--- src/include/isf_pkg.sv ---
package isf_pkg;
	// ----------------------------------------------------------------
	// register map (word aligned byte addresses)
	// ----------------------------------------------------------------
	localparam logic [3:0] ADDR_CONTROL   = 4'h0;
	localparam logic [3:0] ADDR_SLAVE     = 4'h4;
	localparam logic [3:0] ADDR_STATUS    = 4'h8;
	localparam logic [3:0] ADDR_IRQ_STAT  = 4'hC;
	localparam logic [3:0] ADDR_IRQ_MASK  = 4'h0;
	localparam int         ADDR_W         = 4;
	// bus_control_reg fields
	localparam int BIT_WAIT_RELEASE = 5;
	localparam int BIT_COMM_EXIT    = 6;
	localparam int BIT_UNIT_ENABLE  = 7;
	localparam int BIT_MASTER       = 0;
	localparam int BIT_GEN_START    = 1;
	// bus_status_flags fields
	localparam int BIT_TRC          = 3;
	localparam int BIT_COI          = 0;
	localparam int BIT_ALD          = 4;
	// interrupt status fields
	localparam int IRQ_MATCH = 0;
	localparam int IRQ_START = 1;
	localparam int IRQ_STOP  = 2;
	localparam int IRQ_ALD   = 3;
	localparam int IRQ_W     = 4;
	// reset values
	localparam logic [7:0] CONTROL_RESET = 8'h00;
	localparam logic [6:0] SLAVE_RESET   = 7'h00;
	localparam logic [IRQ_W-1:0] IRQ_RESET = 4'h0;
	// ----------------------------------------------------------------
	// address byte tracker states
	// ----------------------------------------------------------------
	typedef enum logic [3:0] {
		ST_IDLE = 4'b0001,
		ST_ADDR = 4'b0010,
		ST_DATA = 4'b0100,
		ST_HOLD = 4'b1000
	} isf_state_type;
endpackage

--- src/verilog/isf_sync.sv ---
`timescale 1ns/1ps
`default_nettype none
module isf_sync #(
	parameter int WIDTH = 2
) (
	input  wire logic             clk_i,   // block clock
	input  wire logic             rst_n_i, // sync reset
	input  wire logic [WIDTH-1:0] async_i, // pin levels
	output logic      [WIDTH-1:0] sync_o   // synchronised levels
);
	logic [WIDTH-1:0] stage1;
	logic [WIDTH-1:0] stage2;

	// only stage2 is read outside; stage1 feeds nothing else
	always_ff @(posedge clk_i) begin
		if (!rst_n_i) begin
			stage1 <= {WIDTH{1'b1}};
			stage2 <= {WIDTH{1'b1}};
		end else begin
			stage1 <= async_i;
			stage2 <= stage1;
		end
	end
	assign sync_o = stage2;
endmodule
`default_nettype wire

--- src/verilog/isf_top.sv ---
// Local design decisions: the register addresses and the Avalon-MM register port.
`timescale 1ns/1ps
`default_nettype none
module isf_top
	import isf_pkg::*;
(
	input  wire logic        CLK_I,         // 10 MHz block clock
	input  wire logic        RST_N_I,       // sync reset, active low
	input  wire logic [3:0]  ADDRESS_I,     // avalon byte address
	input  wire logic        READ_I,        // avalon read
	input  wire logic        WRITE_I,       // avalon write
	input  wire logic [31:0] WRITEDATA_I,   // avalon write data
	output logic      [31:0] READDATA_O,    // avalon read data
	output logic             WAITREQUEST_O, // avalon wait
	input  wire logic        SCL_I,         // clock line level
	input  wire logic        SDA_I,         // data line level
	output logic             SDA_O,         // data line drive value
	output logic             SDA_OE_O,      // high while driving data line
	input  wire logic        ALD_I,         // arbitration lost from bus unit
	input  wire logic        LATCH_I,       // serial output latch bit
	output logic             IRQ_O          // level interrupt
);
	// ----------------------------------------------------------------
	// pin synchronisers
	// ----------------------------------------------------------------
	logic [1:0] pins;
	isf_sync #(.WIDTH(2)) u_sync (
		.clk_i   (CLK_I),
		.rst_n_i (RST_N_I),
		.async_i ({SCL_I, SDA_I}),
		.sync_o  (pins)
	);
	logic scl;
	logic sda;
	logic scl_d;
	logic sda_d;
	logic ald_d;
	assign scl = pins[1];
	assign sda = pins[0];

	always_ff @(posedge CLK_I) begin
		if (!RST_N_I) begin
			scl_d <= 1'b1;
			sda_d <= 1'b1;
			ald_d <= 1'b0;
		end else begin
			scl_d <= scl;
			sda_d <= sda;
			ald_d <= ALD_I;
		end
	end

	logic scl_rise;
	logic scl_fall;
	logic start_det;
	logic stop_det;
	logic ald_rise;
	assign scl_rise  = scl & ~scl_d;
	assign scl_fall  = ~scl & scl_d;
	assign start_det = scl & scl_d & sda_d & ~sda;
	assign stop_det  = scl & scl_d & ~sda_d & sda;
	assign ald_rise  = ALD_I & ~ald_d;

	// ----------------------------------------------------------------
	// registers
	// ----------------------------------------------------------------
	logic [7:0]       control;
	logic [6:0]       slave_addr;
	logic [IRQ_W-1:0] irq_stat;
	logic [IRQ_W-1:0] irq_mask;
	logic [7:0]       next_control;
	logic [6:0]       next_slave_addr;
	logic [IRQ_W-1:0] next_irq_stat;
	logic [IRQ_W-1:0] next_irq_mask;
	logic             wr_ctrl;
	logic             exit_req;
	logic             release_req;
	logic             enable_fall;
	logic             gen_start;

	assign WAITREQUEST_O = 1'b0;
	assign wr_ctrl       = WRITE_I && (ADDRESS_I == ADDR_CONTROL);
	// exit and release act as one-shot strobes; they do not stay set
	assign exit_req      = wr_ctrl && WRITEDATA_I[BIT_COMM_EXIT];
	assign release_req   = wr_ctrl && WRITEDATA_I[BIT_WAIT_RELEASE];
	// a start request only counts when the same write also sets master and keeps the unit enabled
	assign gen_start     = wr_ctrl && WRITEDATA_I[BIT_GEN_START]
	                       && WRITEDATA_I[BIT_MASTER] && WRITEDATA_I[BIT_UNIT_ENABLE];
	assign enable_fall   = control[BIT_UNIT_ENABLE] && wr_ctrl
	                       && !WRITEDATA_I[BIT_UNIT_ENABLE];

	// ----------------------------------------------------------------
	// address byte tracker
	// ----------------------------------------------------------------
	isf_state_type state;
	isf_state_type next_state;
	logic [3:0]    bit_cnt;
	logic [3:0]    next_bit_cnt;
	logic [7:0]    shift;
	logic [7:0]    next_shift;
	logic          coi;
	logic          next_coi;
	logic          trc;
	logic          next_trc;
	logic          master;
	logic          ninth;
	logic          match_now;
	logic          dir_now;

	assign master    = control[BIT_MASTER];
	// bit_cnt counts rises, so it reads nine from the ninth rise to its fall
	assign ninth     = (bit_cnt == 4'h9);
	assign match_now = (state == ST_ADDR) && scl_rise && (bit_cnt == 4'h7)
	                   && (shift[6:0] == slave_addr);
	assign dir_now   = sda;

	always_comb begin
		next_state   = state;
		next_bit_cnt = bit_cnt;
		next_shift   = shift;
		case (state)
			ST_IDLE: begin
				next_bit_cnt = 4'h0;
			end
			ST_ADDR: begin
				// rises are counted so the fall that ends a start is not a bit
				if (scl_rise) begin
					if (bit_cnt < 4'h8) begin
						next_shift = {shift[6:0], sda};
					end
					next_bit_cnt = bit_cnt + 4'h1;
				end
				if (scl_fall && ninth) begin
					next_state   = ST_DATA;
					next_bit_cnt = 4'h0;
				end
			end
			ST_DATA: begin
				if (scl_rise) begin
					next_bit_cnt = bit_cnt + 4'h1;
				end
				if (scl_fall && ninth) begin
					next_bit_cnt = 4'h0;
				end
			end
			ST_HOLD: begin
				next_bit_cnt = 4'h0;
			end
			default: begin
				next_state = ST_IDLE;
			end
		endcase
		if (start_det || gen_start) begin
			next_state   = ST_ADDR;
			next_bit_cnt = 4'h0;
		end
		// the enabling write itself may start a frame; control is still old then
		if (stop_det || exit_req || (!control[BIT_UNIT_ENABLE] && !gen_start)) begin
			next_state = ST_IDLE;
		end
	end

	// ----------------------------------------------------------------
	// flag logic; sets follow clears so they win, but the eighth-rise direction sample, set or clear, decides trc last
	// ----------------------------------------------------------------
	always_comb begin
		next_coi = coi;
		if (start_det || stop_det || exit_req || enable_fall) begin
			next_coi = 1'b0;
		end
		if (match_now) begin
			next_coi = 1'b1;
		end
		next_trc = trc;
		if (stop_det || exit_req || enable_fall || ald_rise) begin
			next_trc = 1'b0;
		end
		if (release_req && trc && ninth) begin
			next_trc = 1'b0;
		end
		if (release_req) begin
			next_trc = 1'b0;
		end
		if (gen_start) begin
			next_trc = 1'b1;
		end
		if ((state == ST_ADDR) && scl_rise && (bit_cnt == 4'h7)) begin
			if (master && !dir_now) begin
				next_trc = 1'b1;
			end else if (!master && dir_now && (shift[6:0] == slave_addr)) begin
				next_trc = 1'b1;
			end else begin
				next_trc = 1'b0;
			end
		end
	end

	always_ff @(posedge CLK_I) begin
		if (!RST_N_I) begin
			state   <= ST_IDLE;
			bit_cnt <= 4'h0;
			shift   <= 8'h00;
			coi     <= 1'b0;
			trc     <= 1'b0;
		end else begin
			state   <= next_state;
			bit_cnt <= next_bit_cnt;
			shift   <= next_shift;
			coi     <= next_coi;
			trc     <= next_trc;
		end
	end

	// ----------------------------------------------------------------
	// data line drive
	// ----------------------------------------------------------------
	// the address byte itself is driven by the bus unit; this block only
	// enables the latch once the first byte's ninth clock has fallen
	logic sda_en;
	logic next_sda_en;
	always_comb begin
		next_sda_en = sda_en;
		if (!next_trc) begin
			next_sda_en = 1'b0;
		end else if (state == ST_ADDR && ninth && scl_fall) begin
			next_sda_en = 1'b1;
		end
	end
	always_ff @(posedge CLK_I) begin
		if (!RST_N_I) begin
			sda_en <= 1'b0;
			SDA_O  <= 1'b1;
		end else begin
			sda_en <= next_sda_en;
			SDA_O  <= LATCH_I;
		end
	end
	assign SDA_OE_O = sda_en & trc;

	// ----------------------------------------------------------------
	// software registers and interrupts
	// ----------------------------------------------------------------
	logic [IRQ_W-1:0] irq_evt;
	assign irq_evt = {ald_rise, stop_det, start_det, match_now};

	always_comb begin
		next_control    = control;
		next_slave_addr = slave_addr;
		next_irq_mask   = irq_mask;
		next_irq_stat   = irq_stat;
		if (wr_ctrl) begin
			next_control = {WRITEDATA_I[7], 2'b00, 3'b000, 1'b0, WRITEDATA_I[0]};
		end
		if (WRITE_I && ADDRESS_I == ADDR_SLAVE) begin
			next_slave_addr = WRITEDATA_I[6:0];
		end
		if (WRITE_I && ADDRESS_I == ADDR_IRQ_STAT) begin
			next_irq_stat = irq_stat & ~WRITEDATA_I[IRQ_W-1:0];
		end
		next_irq_stat = next_irq_stat | irq_evt;
		if (WRITE_I && ADDRESS_I == ADDR_STATUS) begin
			next_irq_mask = WRITEDATA_I[IRQ_W+7:8];
		end
	end

	always_ff @(posedge CLK_I) begin
		if (!RST_N_I) begin
			control    <= CONTROL_RESET;
			slave_addr <= SLAVE_RESET;
			irq_stat   <= IRQ_RESET;
			irq_mask   <= IRQ_RESET;
		end else begin
			control    <= next_control;
			slave_addr <= next_slave_addr;
			irq_stat   <= next_irq_stat;
			irq_mask   <= next_irq_mask;
		end
	end

	assign IRQ_O = |(irq_stat & irq_mask);

	logic [31:0] next_rdata;
	always_comb begin
		next_rdata = 32'h0000_0000;
		case (ADDRESS_I)
			ADDR_CONTROL: next_rdata = {24'h000000, control};
			ADDR_SLAVE:   next_rdata = {25'h0000000, slave_addr};
			ADDR_STATUS: begin
				next_rdata[BIT_COI] = coi;
				next_rdata[BIT_TRC] = trc;
				next_rdata[BIT_ALD] = ALD_I;
				next_rdata[IRQ_W+7:8] = irq_mask;
			end
			ADDR_IRQ_STAT: next_rdata = {28'h0000000, irq_stat};
			default:       next_rdata = 32'h0000_0000;
		endcase
	end
	// read data combinational from registered state and the raw ALD_I level, zero wait
	assign READDATA_O = READ_I ? next_rdata : 32'h0000_0000;
endmodule
`default_nettype wire

--- config.mk ---
export PLATFORM = sky130hd
export DESIGN_NAME = isf_top
export DESIGN_NICKNAME = d
export VERILOG_FILES = /design/src/include/isf_pkg.sv /design/src/verilog/isf_sync.sv /design/src/verilog/isf_top.sv
export SDC_FILE = /design/constraint.sdc
export NUM_CORES = 1
export LEC_CHECK = 0
export ABC_CLOCK_PERIOD_IN_PS = 1800
export BUFFER_PORTS_ARGS = -buffer_cell sky130_fd_sc_hd__buf_2
export CAP_MARGIN = 10
export CELL_PAD_IN_SITES_DETAIL_PLACEMENT = 1
export CELL_PAD_IN_SITES_GLOBAL_PLACEMENT = 2
export CORE_UTILIZATION = 25
export CTS_CLUSTER_SIZE = 12
export DETAILED_ROUTE_END_ITERATION = 10
export PLACE_DENSITY = 0.78
export SLEW_MARGIN = 20
export SYNTH_ARGS = -nofsm -noshare
export SYNTH_HDL_FRONTEND = slang
export SYNTH_SLANG_ARGS = --single-unit
--- constraint.sdc ---
create_clock -name CLK_I -period 1.8 [get_ports CLK_I]
set_input_delay 0.09 -clock CLK_I [delete_from_list [all_inputs] [get_ports CLK_I]]
set_output_delay 0.09 -clock CLK_I [all_outputs]
set_load 0.01 [all_outputs]
==> results of run 1 <==
[synthesized netlist by cell type, types with 2 or more instances]
cell type / instances
nor3b_1: 2
inv_1: 7
nand2b_1: 11
o21ai_0: 10
or2b_1: 2
nor2b_1: 13
nand2_1: 20
and3_1: 3
a21oi_1: 5
nand3_1: 17
buf_4: 21
a21boi_0: 17
nand4b_1: 2
and2_1: 8
ha_1: 2
nor4b_1: 2
clkbuf_1: 10
xnor2_1: 7
a22oi_1: 4
a211oi_1: 2
nor2_1: 13
mux2i_1: 9
dfxtp_1: 42
[metal layers]
| layer | wire [µm] | vias to the layer above | track usage (%) |
|---|---|---|---|
| met5 | 0 | - | 0 |
| met4 | 60 | 0 | 3.444 |
| met3 | 218 | 7 | 2.601 |
| met2 | 2658 | 39 | 20.26 |
| met1 | 2648 | 905 | 15.49 |
| li1 | - | 958 | - |
[cell families (layout without fill, tap and decap cells)]
family                   Yosys count  after routing  share of synthesized area, %
AO/OA/AOI/OAI                     51             51                         16.12
XOR/XNOR                           8              8                         3.103
adder cells (fa/ha/maj)            2              2                         1.108
buffers and inverters             39             71                         10.31
flip-flops                        42             42                         37.23
multiplexers                      11             11                         5.485
other                              1             21                        0.1660
AND/OR/NAND/NOR                  105            105                         26.48
[timing repair]
item                                   4_1_cts  5_1_grt
gates resized for setup                      0        5
endpoints found under the hold margin        3        0
setup buffers                                0        1
setup endpoints to repair                    0        6
hold buffers                                 3        0
[metrics by stage]
stage	worst slack [ns]	hold WS (ns)	area, µm²	util [%]	setup TNS (ns)
after CTS	0.01667	0.02708	2685	30.79	0
after detailed placement	0.04215	0.2814	2572	29.50	0
after global placement	0.07859	0.2731	2572	29.50	0
after global routing	-0.01969	0.04130	2715	31.13	-0.03648
final	0.06056	0.03027	2715	31.13	0
after floorplan	0.01434	0.1915	2333	-	0
[sequential cells by signal (all words and copies together), names as in the netlist, 2 cells and up]
name,cells
irq_stat,4
u_sync.sync_o,2
shift,7
state,3
slave_addr,7
u_sync.stage1,2
bit_cnt,4
control,2
irq_mask,4
[layout make-up]
type                    count  area [µm²]  share of cell area, %
multi-input cells         198        1281                  47.19
clock buffers               6       82.58                  3.041
well taps                 108       135.1                  4.977
inverters                   7       26.28                 0.9677
repair buffers             58       347.8                  12.81
flip-flops and latches     42       842.1                  31.01
[worst max path at each step]
stage                           from     endpoint  slack (ns)  cells after the start
floorplan                   state[0]          coi        0.01                      5
global placement    u_sync.sync_o[1]          coi        0.08                      4
detailed placement  u_sync.sync_o[1]          coi        0.04                      4
CTS                       bit_cnt[0]   bit_cnt[0]        0.02                      7
global route        u_sync.sync_o[1]          coi       -0.02                      4
finish              u_sync.sync_o[1]  irq_stat[0]        0.06                      4
[power groups by stage]
stage | registers (µW) | logic (µW) | clock network, µW
2_1_floorplan | 973 | 125 | 0
3_3_place_gp | 976 | 155 | 0
3_5_place_dp | 976 | 157 | 0
4_1_cts | 954 | 163 | 631
5_1_grt | 957 | 180 | 667
6_report | 955 | 163 | 601
==> impl_metrics.py, run 1 <==
metrics = {
    "power_and_ir_drop": {
        "switching_power_uw": 409.5,
        "intPower_uw": 1309,
        "combPwrFrac_pct": 9.5,
        "pwr-share-seq_pct": 55.6,
        "power_uw": 1719,
        "p_leak_uw": 0.001158,
        "sw_frac_of_total_pct": 23.83,
        "power_density_nw_per_um2": 633.0,
        "vdd.ir_drop.worst_mv": 0.3574,
        "clockPowerShare_pct": 35.0,
    },
    "sta": {
        "slew_viol_final": 0,
        "worst_pin_slew_ns": 0.4821,
        "finalCritPeriodShare_pct": 96.64,
        "skew_ns": 0.003135,
        "setup-violations-final": 0,
        "relSlewSlack_pct": 67.41,
        "fmax_mhz": 574.9,
        "finalHoldViolations": 0,
        "layout_min_cycle_time_ns": 1.739,
        "rsz0062_at_grt": "yes",
    },
    "floorplanning": {
        "coreArea_um2": 8721,
        "die_h_um": 97.05,
        "die_x_um": 97.05,
        "rows": 34,
        "ioPinCount": 80,
        "initial_core_util_pct": 25.90,
        "die_area_um2": 9418,
    },
    "setup_path": {
        "end_kind": "flip-flop",
        "timing.rr.end": "irq_stat[0]",
        "path_cells": "or3b_4 -> or3_4 -> or4_4 -> a21boi_1",
        "start_kind": "flip-flop",
        "cp.arrival_ns": 1.97,
        "slowest_stage": "or4_4",
        "required_ns": 2.03,
        "path_max_fanout": 4,
        "path_class": "flip-flop to flip-flop",
        "cp_num_buf_inv": 0,
        "r2r-start": "u_sync.sync_o[1]",
        "crit_family": "simple AND/OR/NAND/NOR gates",
        "rr_worst_depth": 4,
        "cp_slowest_stage_delay_ns": 0.43,
        "ff2ff_setup_slack_ns": 0.06,
    },
    "hold_path": {
        "holdPathEnd": "ald_d",
        "min_from": "ALD_I",
        "hold_path.class": "primary input to flip-flop",
        "hold_depth": 2,
    },
    "route": {
        "wl_um": 5585,
        "route.vias.total": 1909,
        "drt-initial-drc-count": 64,
        "antenna_left": 0,
        "drc": 0,
        "wl_per_cell_um": 13.33,
        "via_per_inst": 4.556,
        "dr.pass1.iters": 4,
    },
    "finish": {
        "fin_nets": 358,
        "area_growth_pct": 20.22,
        "final_cell_mix": "41 x dfxtp_1, 38 x buf_2, 21 x conb_1",
        "final_common_cell": "dfxtp_1",
        "drive_gt1_share_pct": 24.12,
        "n_fill_cell": 1059,
        "stdcell_count": 419,
        "n_antenna_cell": 0,
    },
    "clock_tree": {
        "insertion_delay_ns": 0.29,
        "clockBufferDepth": 2,
        "cts_tree": "yes",
        "path_clk_slew_ns": 0.08,
        "cts_sinks": 42,
        "cts_buffers": 5,
        "cts-root-buf": "clkbuf_8",
        "cts-htree-levels": 2,
    },
    "run": {
        "maxCapViolCount": 0,
    },
    "synthesis": {
        "synthTopCellsByArea": "dfxtp_1 37%, buf_4 7.0%, a21boi_0 5.7%, mux2i_1 4.0%, nand3_1 3.8%",
        "synth_edf_count": 0,
        "yosys.area.top_type_share_pct": 37.23,
        "async_reset_ff_share_pct": 0,
        "synth_cell_types": 53,
        "yosysTopAreaCell": "dfxtp_1",
        "syn_area_um2": 2258,
        "ys_ff_latch": 42,
        "synth_ff_type": "dfxtp_1",
        "synth_warnings": 0,
        "yosysSeqAreaShare_pct": 37.23,
        "synthCells": 259,
        "syn_avg_cell_area_um2": 8.720,
    },
    "status": {
        "outcome": "complete, no violations",
    },
    "global_route": {
        "grt_pass1_vias": 1863,
        "grt_pass1_wl_um": 9101,
        "grt_overflow": 0,
        "globalRouteTotalUtil_pct": 12.07,
        "grt_max_degree": 16,
        "antenna_found_initial": 0,
    },
    "place": {
        "hpwl_um": 4505,
        "port_buffers": 38,
        "gp_congestion": 0.8054,
        "placedCellCount": 409,
    },
}
Note: power is estimated with default switching activity, not from simulation.
==> run 2, diff against run 1 <==
--- a/config.mk
+++ b/config.mk
@@ -5,15 +5,16 @@
 export SDC_FILE = /design/constraint.sdc
 export NUM_CORES = 1
 export LEC_CHECK = 0
+export ABC_AREA = 1
 export ABC_CLOCK_PERIOD_IN_PS = 1800
 export BUFFER_PORTS_ARGS = -buffer_cell sky130_fd_sc_hd__buf_2
 export CAP_MARGIN = 10
 export CELL_PAD_IN_SITES_DETAIL_PLACEMENT = 1
 export CELL_PAD_IN_SITES_GLOBAL_PLACEMENT = 2
-export CORE_UTILIZATION = 25
+export CORE_UTILIZATION = 23
 export CTS_CLUSTER_SIZE = 12
 export DETAILED_ROUTE_END_ITERATION = 10
-export PLACE_DENSITY = 0.78
+export PLACE_DENSITY = 0.79
 export SLEW_MARGIN = 20
 export SYNTH_ARGS = -nofsm -noshare
 export SYNTH_HDL_FRONTEND = slang
==> run 2 against run 1 <==
Effect of this change:
- final area fell by 6.9%
- non-clock buffer count down 16
- cell count is 9.8% higher
- clock power grew 24%
==> impl_metrics.py, run 2 <==
metrics = {
    "synthesis": {
        "ys_ff_latch": 42,
        "synth_compound_area_share_pct": 13.44,
        "synthMostInstantiatedCell": "nand2_1",
        "synth_warnings": 0,
        "syn_area_um2": 2170,
        "yosys.area.top_type_share_pct": 38.75,
        "synthSimpleGateAreaFrac_pct": 27.51,
        "synth_xor_xnor_area_share_pct": 2.422,
        "syn_avg_cell_area_um2": 7.090,
        "synth_edf_count": 0,
        "yosysSeqAreaShare_pct": 38.75,
        "yosys.area_share.adder_pct": 1.153,
        "synth_common_cells": "50 x nand2_1, 43 x inv_1, 42 x dfxtp_1, 33 x a21oi_1, 22 x nor2_1",
        "synth_ff_type": "dfxtp_1",
        "synth_top_family_by_area": "simple AND/OR/NAND/NOR gates",
        "synthCells": 306,
        "async_reset_ff_share_pct": 0,
        "synthMuxAreaShare_pct": 0,
        "synthTopCellsByArea": "dfxtp_1 39%, nand2_1 8.7%, a21oi_1 7.6%, inv_1 7.4%, buf_4 7.3%",
        "yosysTopAreaCell": "dfxtp_1",
        "synth_cell_types": 31,
    },
    "route": {
        "drc": 0,
        "wl_um": 5713,
        "route.vias.total": 1978,
        "antenna_left": 0,
        "dr.pass1.iters": 4,
        "wl_per_cell_um": 12.42,
        "drt-initial-drc-count": 62,
        "via_per_inst": 4.300,
    },
    "floorplanning": {
        "die_h_um": 99.13,
        "rows": 35,
        "ioPinCount": 80,
        "die_area_um2": 9826,
        "initial_core_util_pct": 23.59,
        "coreArea_um2": 9196,
        "die_x_um": 99.13,
    },
    "finish": {
        "n_antenna_cell": 0,
        "reg_top3": "shift: 7 flops, slave_addr: 7 flops",
        "final_cell_mix": "50 x nand2_1, 43 x inv_1, 42 x dfxtp_1",
        "n_fill_cell": 1183,
        "area_growth_pct": 16.55,
        "drive_gt1_share_pct": 18.62,
        "stdcell_count": 460,
        "final_common_cell": "nand2_1",
        "final_util_pct": 27.50,
        "fin_nets": 394,
    },
    "clock_tree": {
        "insertion_delay_ns": 0.29,
        "clockBufferDepth": 2,
        "cts_buffers": 5,
        "cts-root-buf": "clkbuf_8",
        "cts_tree": "yes",
        "path_clk_slew_ns": 0.08,
        "cts_sinks": 42,
        "cts-htree-levels": 2,
    },
    "global_route": {
        "grt_pass1_vias": 1940,
        "use_met2_pct": 20.93,
        "antenna_found_initial": 0,
        "grt_pass1_wl_um": 9280,
        "globalRouteTotalUtil_pct": 12.00,
        "top_usage_layer": "met2",
        "grt_overflow": 0,
        "grt_use_met3_pct": 2.389,
        "grtUsageMet1_pct": 15.18,
        "grt_max_degree": 23,
    },
    "setup_path": {
        "cp.arrival_ns": 1.61,
        "crit_path_frequent_cell": "nand3_1",
        "slowest_stage": "dfxtp_1",
        "ff2ff_setup_slack_ns": 0.37,
        "cp_slowest_stage_delay_ns": 0.38,
        "required_ns": 1.98,
        "cp_num_buf_inv": 2,
        "crit_family": "simple AND/OR/NAND/NOR gates",
        "start_kind": "flip-flop",
        "path_class": "flip-flop to flip-flop",
        "path_cells": "inv_1 -> ha_1 -> nand4_1 -> nand3_1 -> nand2_2 -> clkinv_2 -> nand3_1 -> a21oi_1",
        "end_kind": "flip-flop",
        "path_max_fanout": 5,
    },
    "power_and_ir_drop": {
        "p_leak_uw": 0.001135,
        "power_density_nw_per_um2": 735.6,
        "vdd.ir_drop.worst_mv": 0.3496,
        "power_uw": 1860,
    },
    "place": {
        "port_buffers": 38,
        "placedCellCount": 449,
        "hpwl_um": 4366,
        "gp_congestion": 0.7558,
    },
    "sta": {
        "skew_ns": 0.007166,
        "finalCritPeriodShare_pct": 79.26,
        "layout_min_cycle_time_ns": 1.427,
        "worst_pin_slew_ns": 0.5072,
        "timing.setup.tns_ns": 0,
        "setup-violations-final": 0,
        "whs_ns": 0.02039,
        "relSlewSlack_pct": 65.93,
        "slew_viol_final": 0,
        "fmax_mhz": 701.0,
        "finalHoldViolations": 0,
        "rsz0062_at_grt": "no",
    },
    "status": {
        "outcome": "complete, no violations",
    },
    "run": {
        "maxCapViolCount": 0,
    },
    "hold_path": {
        "hold_path.class": "primary input to flip-flop",
    },
}
==> run 2: cell type report <==
type                       instances  area (µm²)  area share [%]
clock buffer                       7       76.32           3.018
clock inverter                     1       30.03           1.188
inverter                          45       170.2           6.729
multi-input combinational        212        1045           41.32
sequential                        42       840.8           33.25
tap                              111       138.9           5.492
timing repair buffer              42       227.7           9.005
==> run 2: kinds of logic after synthesis <==
kind of cell / after synthesis
simple gates: 127
buf+inv: 72
compound gates: 56
flops: 42
xor+xnor: 6
fa+ha+maj: 2
other cells: 1
==> run 2: stage by stage <==
step                worst slack (ns)  instance area, µm²
global route                  0.2110                2529
floorplan                     0.6284                2245
detailed placement            0.4215                2392
finish                        0.3734                2529
global placement              0.4385                2392
CTS                           0.3693                2529
==> run 2: worst min-delay path, stage by stage <==
cell	delay [ns]
buf_2	0.11
nand2_1	0.05
inv_1	0.04
==> run 2: where the power goes <==
group	leakage (µW)	switching [µW]	internal [µW]	total, µW
clock	0.0000524	332	416	747
combinational	0.000742	106	51.8	158
sequential	0.000341	9.33	946	955
==> run 2: what timing repair did <==
| action | in CTS | in global routing |
|---|---|---|
| resized for setup | 0 | 0 |
| hold buffers | 3 | 0 |
| endpoints found under the hold margin | 3 | 0 |
| buffers inserted | 0 | 0 |
==> run 2: layer usage <==
layer / wire length (µm) / part of all wire [%]
met3: 147 / 2.6
met2: 2775 / 49
met1: 2722 / 48
met4: 66 / 1.2
met5: 0 / 0
==> run 2: final timing paths <==
check | to | cells past startpoint | start
max | bit_cnt[2] | 8 | bit_cnt[1]
min | ald_d | 3 | ALD_I
max reg2reg | bit_cnt[2] | 8 | bit_cnt[1]
min reg2reg | u_sync.sync_o[0] | 1 | u_sync.stage1[0]
==> run 3, diff against run 2 <==
--- a/config.mk
+++ b/config.mk
@@ -5,16 +5,16 @@
 export SDC_FILE = /design/constraint.sdc
 export NUM_CORES = 1
 export LEC_CHECK = 0
-export ABC_AREA = 1
-export ABC_CLOCK_PERIOD_IN_PS = 1800
+export ABC_AREA = 0
+export ABC_CLOCK_PERIOD_IN_PS = 1500
 export BUFFER_PORTS_ARGS = -buffer_cell sky130_fd_sc_hd__buf_2
 export CAP_MARGIN = 10
 export CELL_PAD_IN_SITES_DETAIL_PLACEMENT = 1
 export CELL_PAD_IN_SITES_GLOBAL_PLACEMENT = 2
-export CORE_UTILIZATION = 23
+export CORE_UTILIZATION = 28
 export CTS_CLUSTER_SIZE = 12
 export DETAILED_ROUTE_END_ITERATION = 10
-export PLACE_DENSITY = 0.79
+export PLACE_DENSITY = 0.83
 export SLEW_MARGIN = 20
 export SYNTH_ARGS = -nofsm -noshare
 export SYNTH_HDL_FRONTEND = slang
==> constraint.sdc (replaced) <==
create_clock -name CLK_I -period 1.5 [get_ports CLK_I]
set_input_delay 0.075 -clock CLK_I [delete_from_list [all_inputs] [get_ports CLK_I]]
set_output_delay 0.075 -clock CLK_I [all_outputs]
set_load 0.01 [all_outputs]
==> run 3 against run 2 <==
Effect of this change:
- clock power increased by 2%
- critical endpoint is now bit_cnt[3]
- sequential cell count unchanged
- highest routed layer unchanged
- sequential share of layout area is 5.5 points lower
- register-to-register slack lost 0.61 ns
- the flow now finishes with violations (setup timing)
- final area increased by 22%
- combinational power increased by 43%
- power up 15%
- critical path type unchanged
==> impl_metrics.py, run 3 (synthesized netlist as in run 1, its figures left out) <==
metrics = {
    "finish": {
        "stdcell_count": 440,
        "final_util_pct": 39.56,
        "drive_gt1_share_pct": 36.69,
        "n_fill_cell": 941,
        "fin_nets": 383,
        "n_antenna_cell": 0,
        "final_common_cell": "buf_2",
        "reg_top3": "shift: 7 flops, slave_addr: 7 flops",
        "final_cell_mix": "37 x buf_2, 35 x buf_4, 34 x dfxtp_1",
        "area_growth_pct": 36.07,
    },
    "clock_tree": {
        "cts-root-buf": "clkbuf_8",
        "clockBufferDepth": 2,
        "cts_sinks": 42,
        "cts-htree-levels": 2,
        "path_clk_slew_ns": 0.08,
        "cts_buffers": 5,
        "insertion_delay_ns": 0.29,
        "cts_tree": "yes",
    },
    "power_and_ir_drop": {
        "p_leak_uw": 0.001317,
        "power_density_nw_per_um2": 693.5,
        "vdd.ir_drop.worst_mv": 0.2440,
    },
    "global_route": {
        "grt_pass1_wl_um": 9880,
        "antenna_found_initial": 0,
        "grt_max_degree": 16,
        "grt_pass1_vias": 2058,
        "grt_overflow": 0,
        "globalRouteTotalUtil_pct": 14.82,
    },
    "sta": {
        "rsz0062_at_grt": "yes",
        "fmax_mhz": 576.2,
        "whs_ns": 0.02599,
        "timing.setup.tns_ns": -1.364,
        "worst_slack_ns": -0.2354,
        "setup-violations-final": 9,
        "finalCritPeriodShare_pct": 115.7,
        "skew_ns": 0.008223,
        "slew_viol_final": 0,
        "layout_min_cycle_time_ns": 1.735,
        "finalHoldViolations": 0,
    },
    "status": {
        "outcome": "complete, but fails checks",
        "failed_checks": "setup timing",
    },
    "setup_path": {
        "cp_slowest_stage_delay_ns": 0.36,
        "cp.arrival_ns": 1.96,
        "path_cells": "buf_6 -> nor3b_4 -> a31oi_2 -> o32a_1 -> or3_1 -> a21oi_1",
        "start_kind": "flip-flop",
        "cp_num_buf_inv": 1,
        "end_kind": "flip-flop",
        "slowest_stage": "or3_1",
        "required_ns": 1.73,
        "path_class": "flip-flop to flip-flop",
        "crit_family": "compound AO/OA/AOI/OAI gates",
        "path_max_fanout": 5,
        "ff2ff_setup_slack_ns": -0.24,
    },
    "route": {
        "drc": 0,
        "drt-initial-drc-count": 44,
        "route.vias.total": 2025,
        "dr.pass1.iters": 4,
        "via_per_inst": 4.602,
        "wl_um": 6080,
        "wl_per_cell_um": 13.82,
        "antenna_left": 0,
    },
    "place": {
        "port_buffers": 38,
        "place_worst_setup_slack_ns": -0.2410,
        "hpwl_um": 4756,
        "placedCellCount": 426,
        "gp_congestion": 0.7777,
    },
    "floorplanning": {
        "die_area_um2": 8429,
        "rows": 32,
        "die_x_um": 91.81,
        "coreArea_um2": 7767,
        "die_h_um": 91.81,
        "ioPinCount": 80,
        "initial_core_util_pct": 29.08,
    },
    "run": {
        "maxCapViolCount": 0,
    },
    "hold_path": {
        "hold_path.class": "primary input to flip-flop",
    },
}
-- run 3: cell types whose count changed in the layout (fill, tap and decap cells not counted), moves of 15 or more --
cell | previous run | this run
a21oi_1 | 33 | 5
buf_4 | 1 | 35
nand2_1 | 50 | 20
inv_1 | 43 | 6
nor3_1 | 15 | 0
a21boi_0 | 0 | 16
-- run 3: final timing paths --
path,startpoint,endpoint,cells after the start
max,u_sync.sync_o[1],bit_cnt[3],6
min,ALD_I,ald_d,2
max reg2reg,u_sync.sync_o[1],bit_cnt[3],6
min reg2reg,u_sync.stage1[0],u_sync.sync_o[0],1
-- run 3: power breakdown --
part / internal [µW] / switching, µW
Sequential: 1130 / 13.0
Combinational: 104 / 122
Clock: 370 / 392
Total: 1600 / 527
-- run 3: metal layers --
layer,wire (µm),track usage (%),vias to the layer above
met5,0,0,-
met4,60,3.906,0
met3,240,3.400,6
met2,3027,26.00,42
met1,2751,18.20,958
li1,-,-,1019
-- run 3: area by class of cell --
| class | instances | area [µm²] | share of cell area [%] |
|---|---|---|---|
| Timing Repair Buffer | 83 | 568.0 | 18.49 |
| Inverter | 7 | 26.28 | 0.8550 |
| Sequential cell | 42 | 853.3 | 27.77 |
| Tap cell | 102 | 127.6 | 4.153 |
| Clock buffer | 6 | 82.58 | 2.687 |
| Clock inverter | 2 | 12.51 | 0.4072 |
| Multi-Input combinational cell | 198 | 1403 | 45.64 |
-- run 3: worst reg2reg max path: stages (launching register included) --
cell	delay (ns)
dfxtp_2	0.33
buf_6	0.12
nor3b_4	0.23
a31oi_2	0.14
o32a_1	0.35
or3_1	0.36
a21oi_1	0.14
-- run 3: repair_timing --
action / CTS / global route
resized for setup: 17 / 21
pin swaps: 7 / 5
hold buffers: 3 / 0
endpoints found under the setup margin: 17 / 17
buffers inserted: 2 / 1
hold endpoints to repair: 3 / 0
-- run 3: stage by stage --
| step | area [µm²] | power [µW] |
|---|---|---|
| after floorplan | 2365 | 1321 |
| after global placement | 2759 | 1375 |
| after detailed placement | 2759 | 1378 |
| after CTS | 2969 | 2155 |
| after global routing | 3073 | 2224 |
| final | 3073 | 2131 |
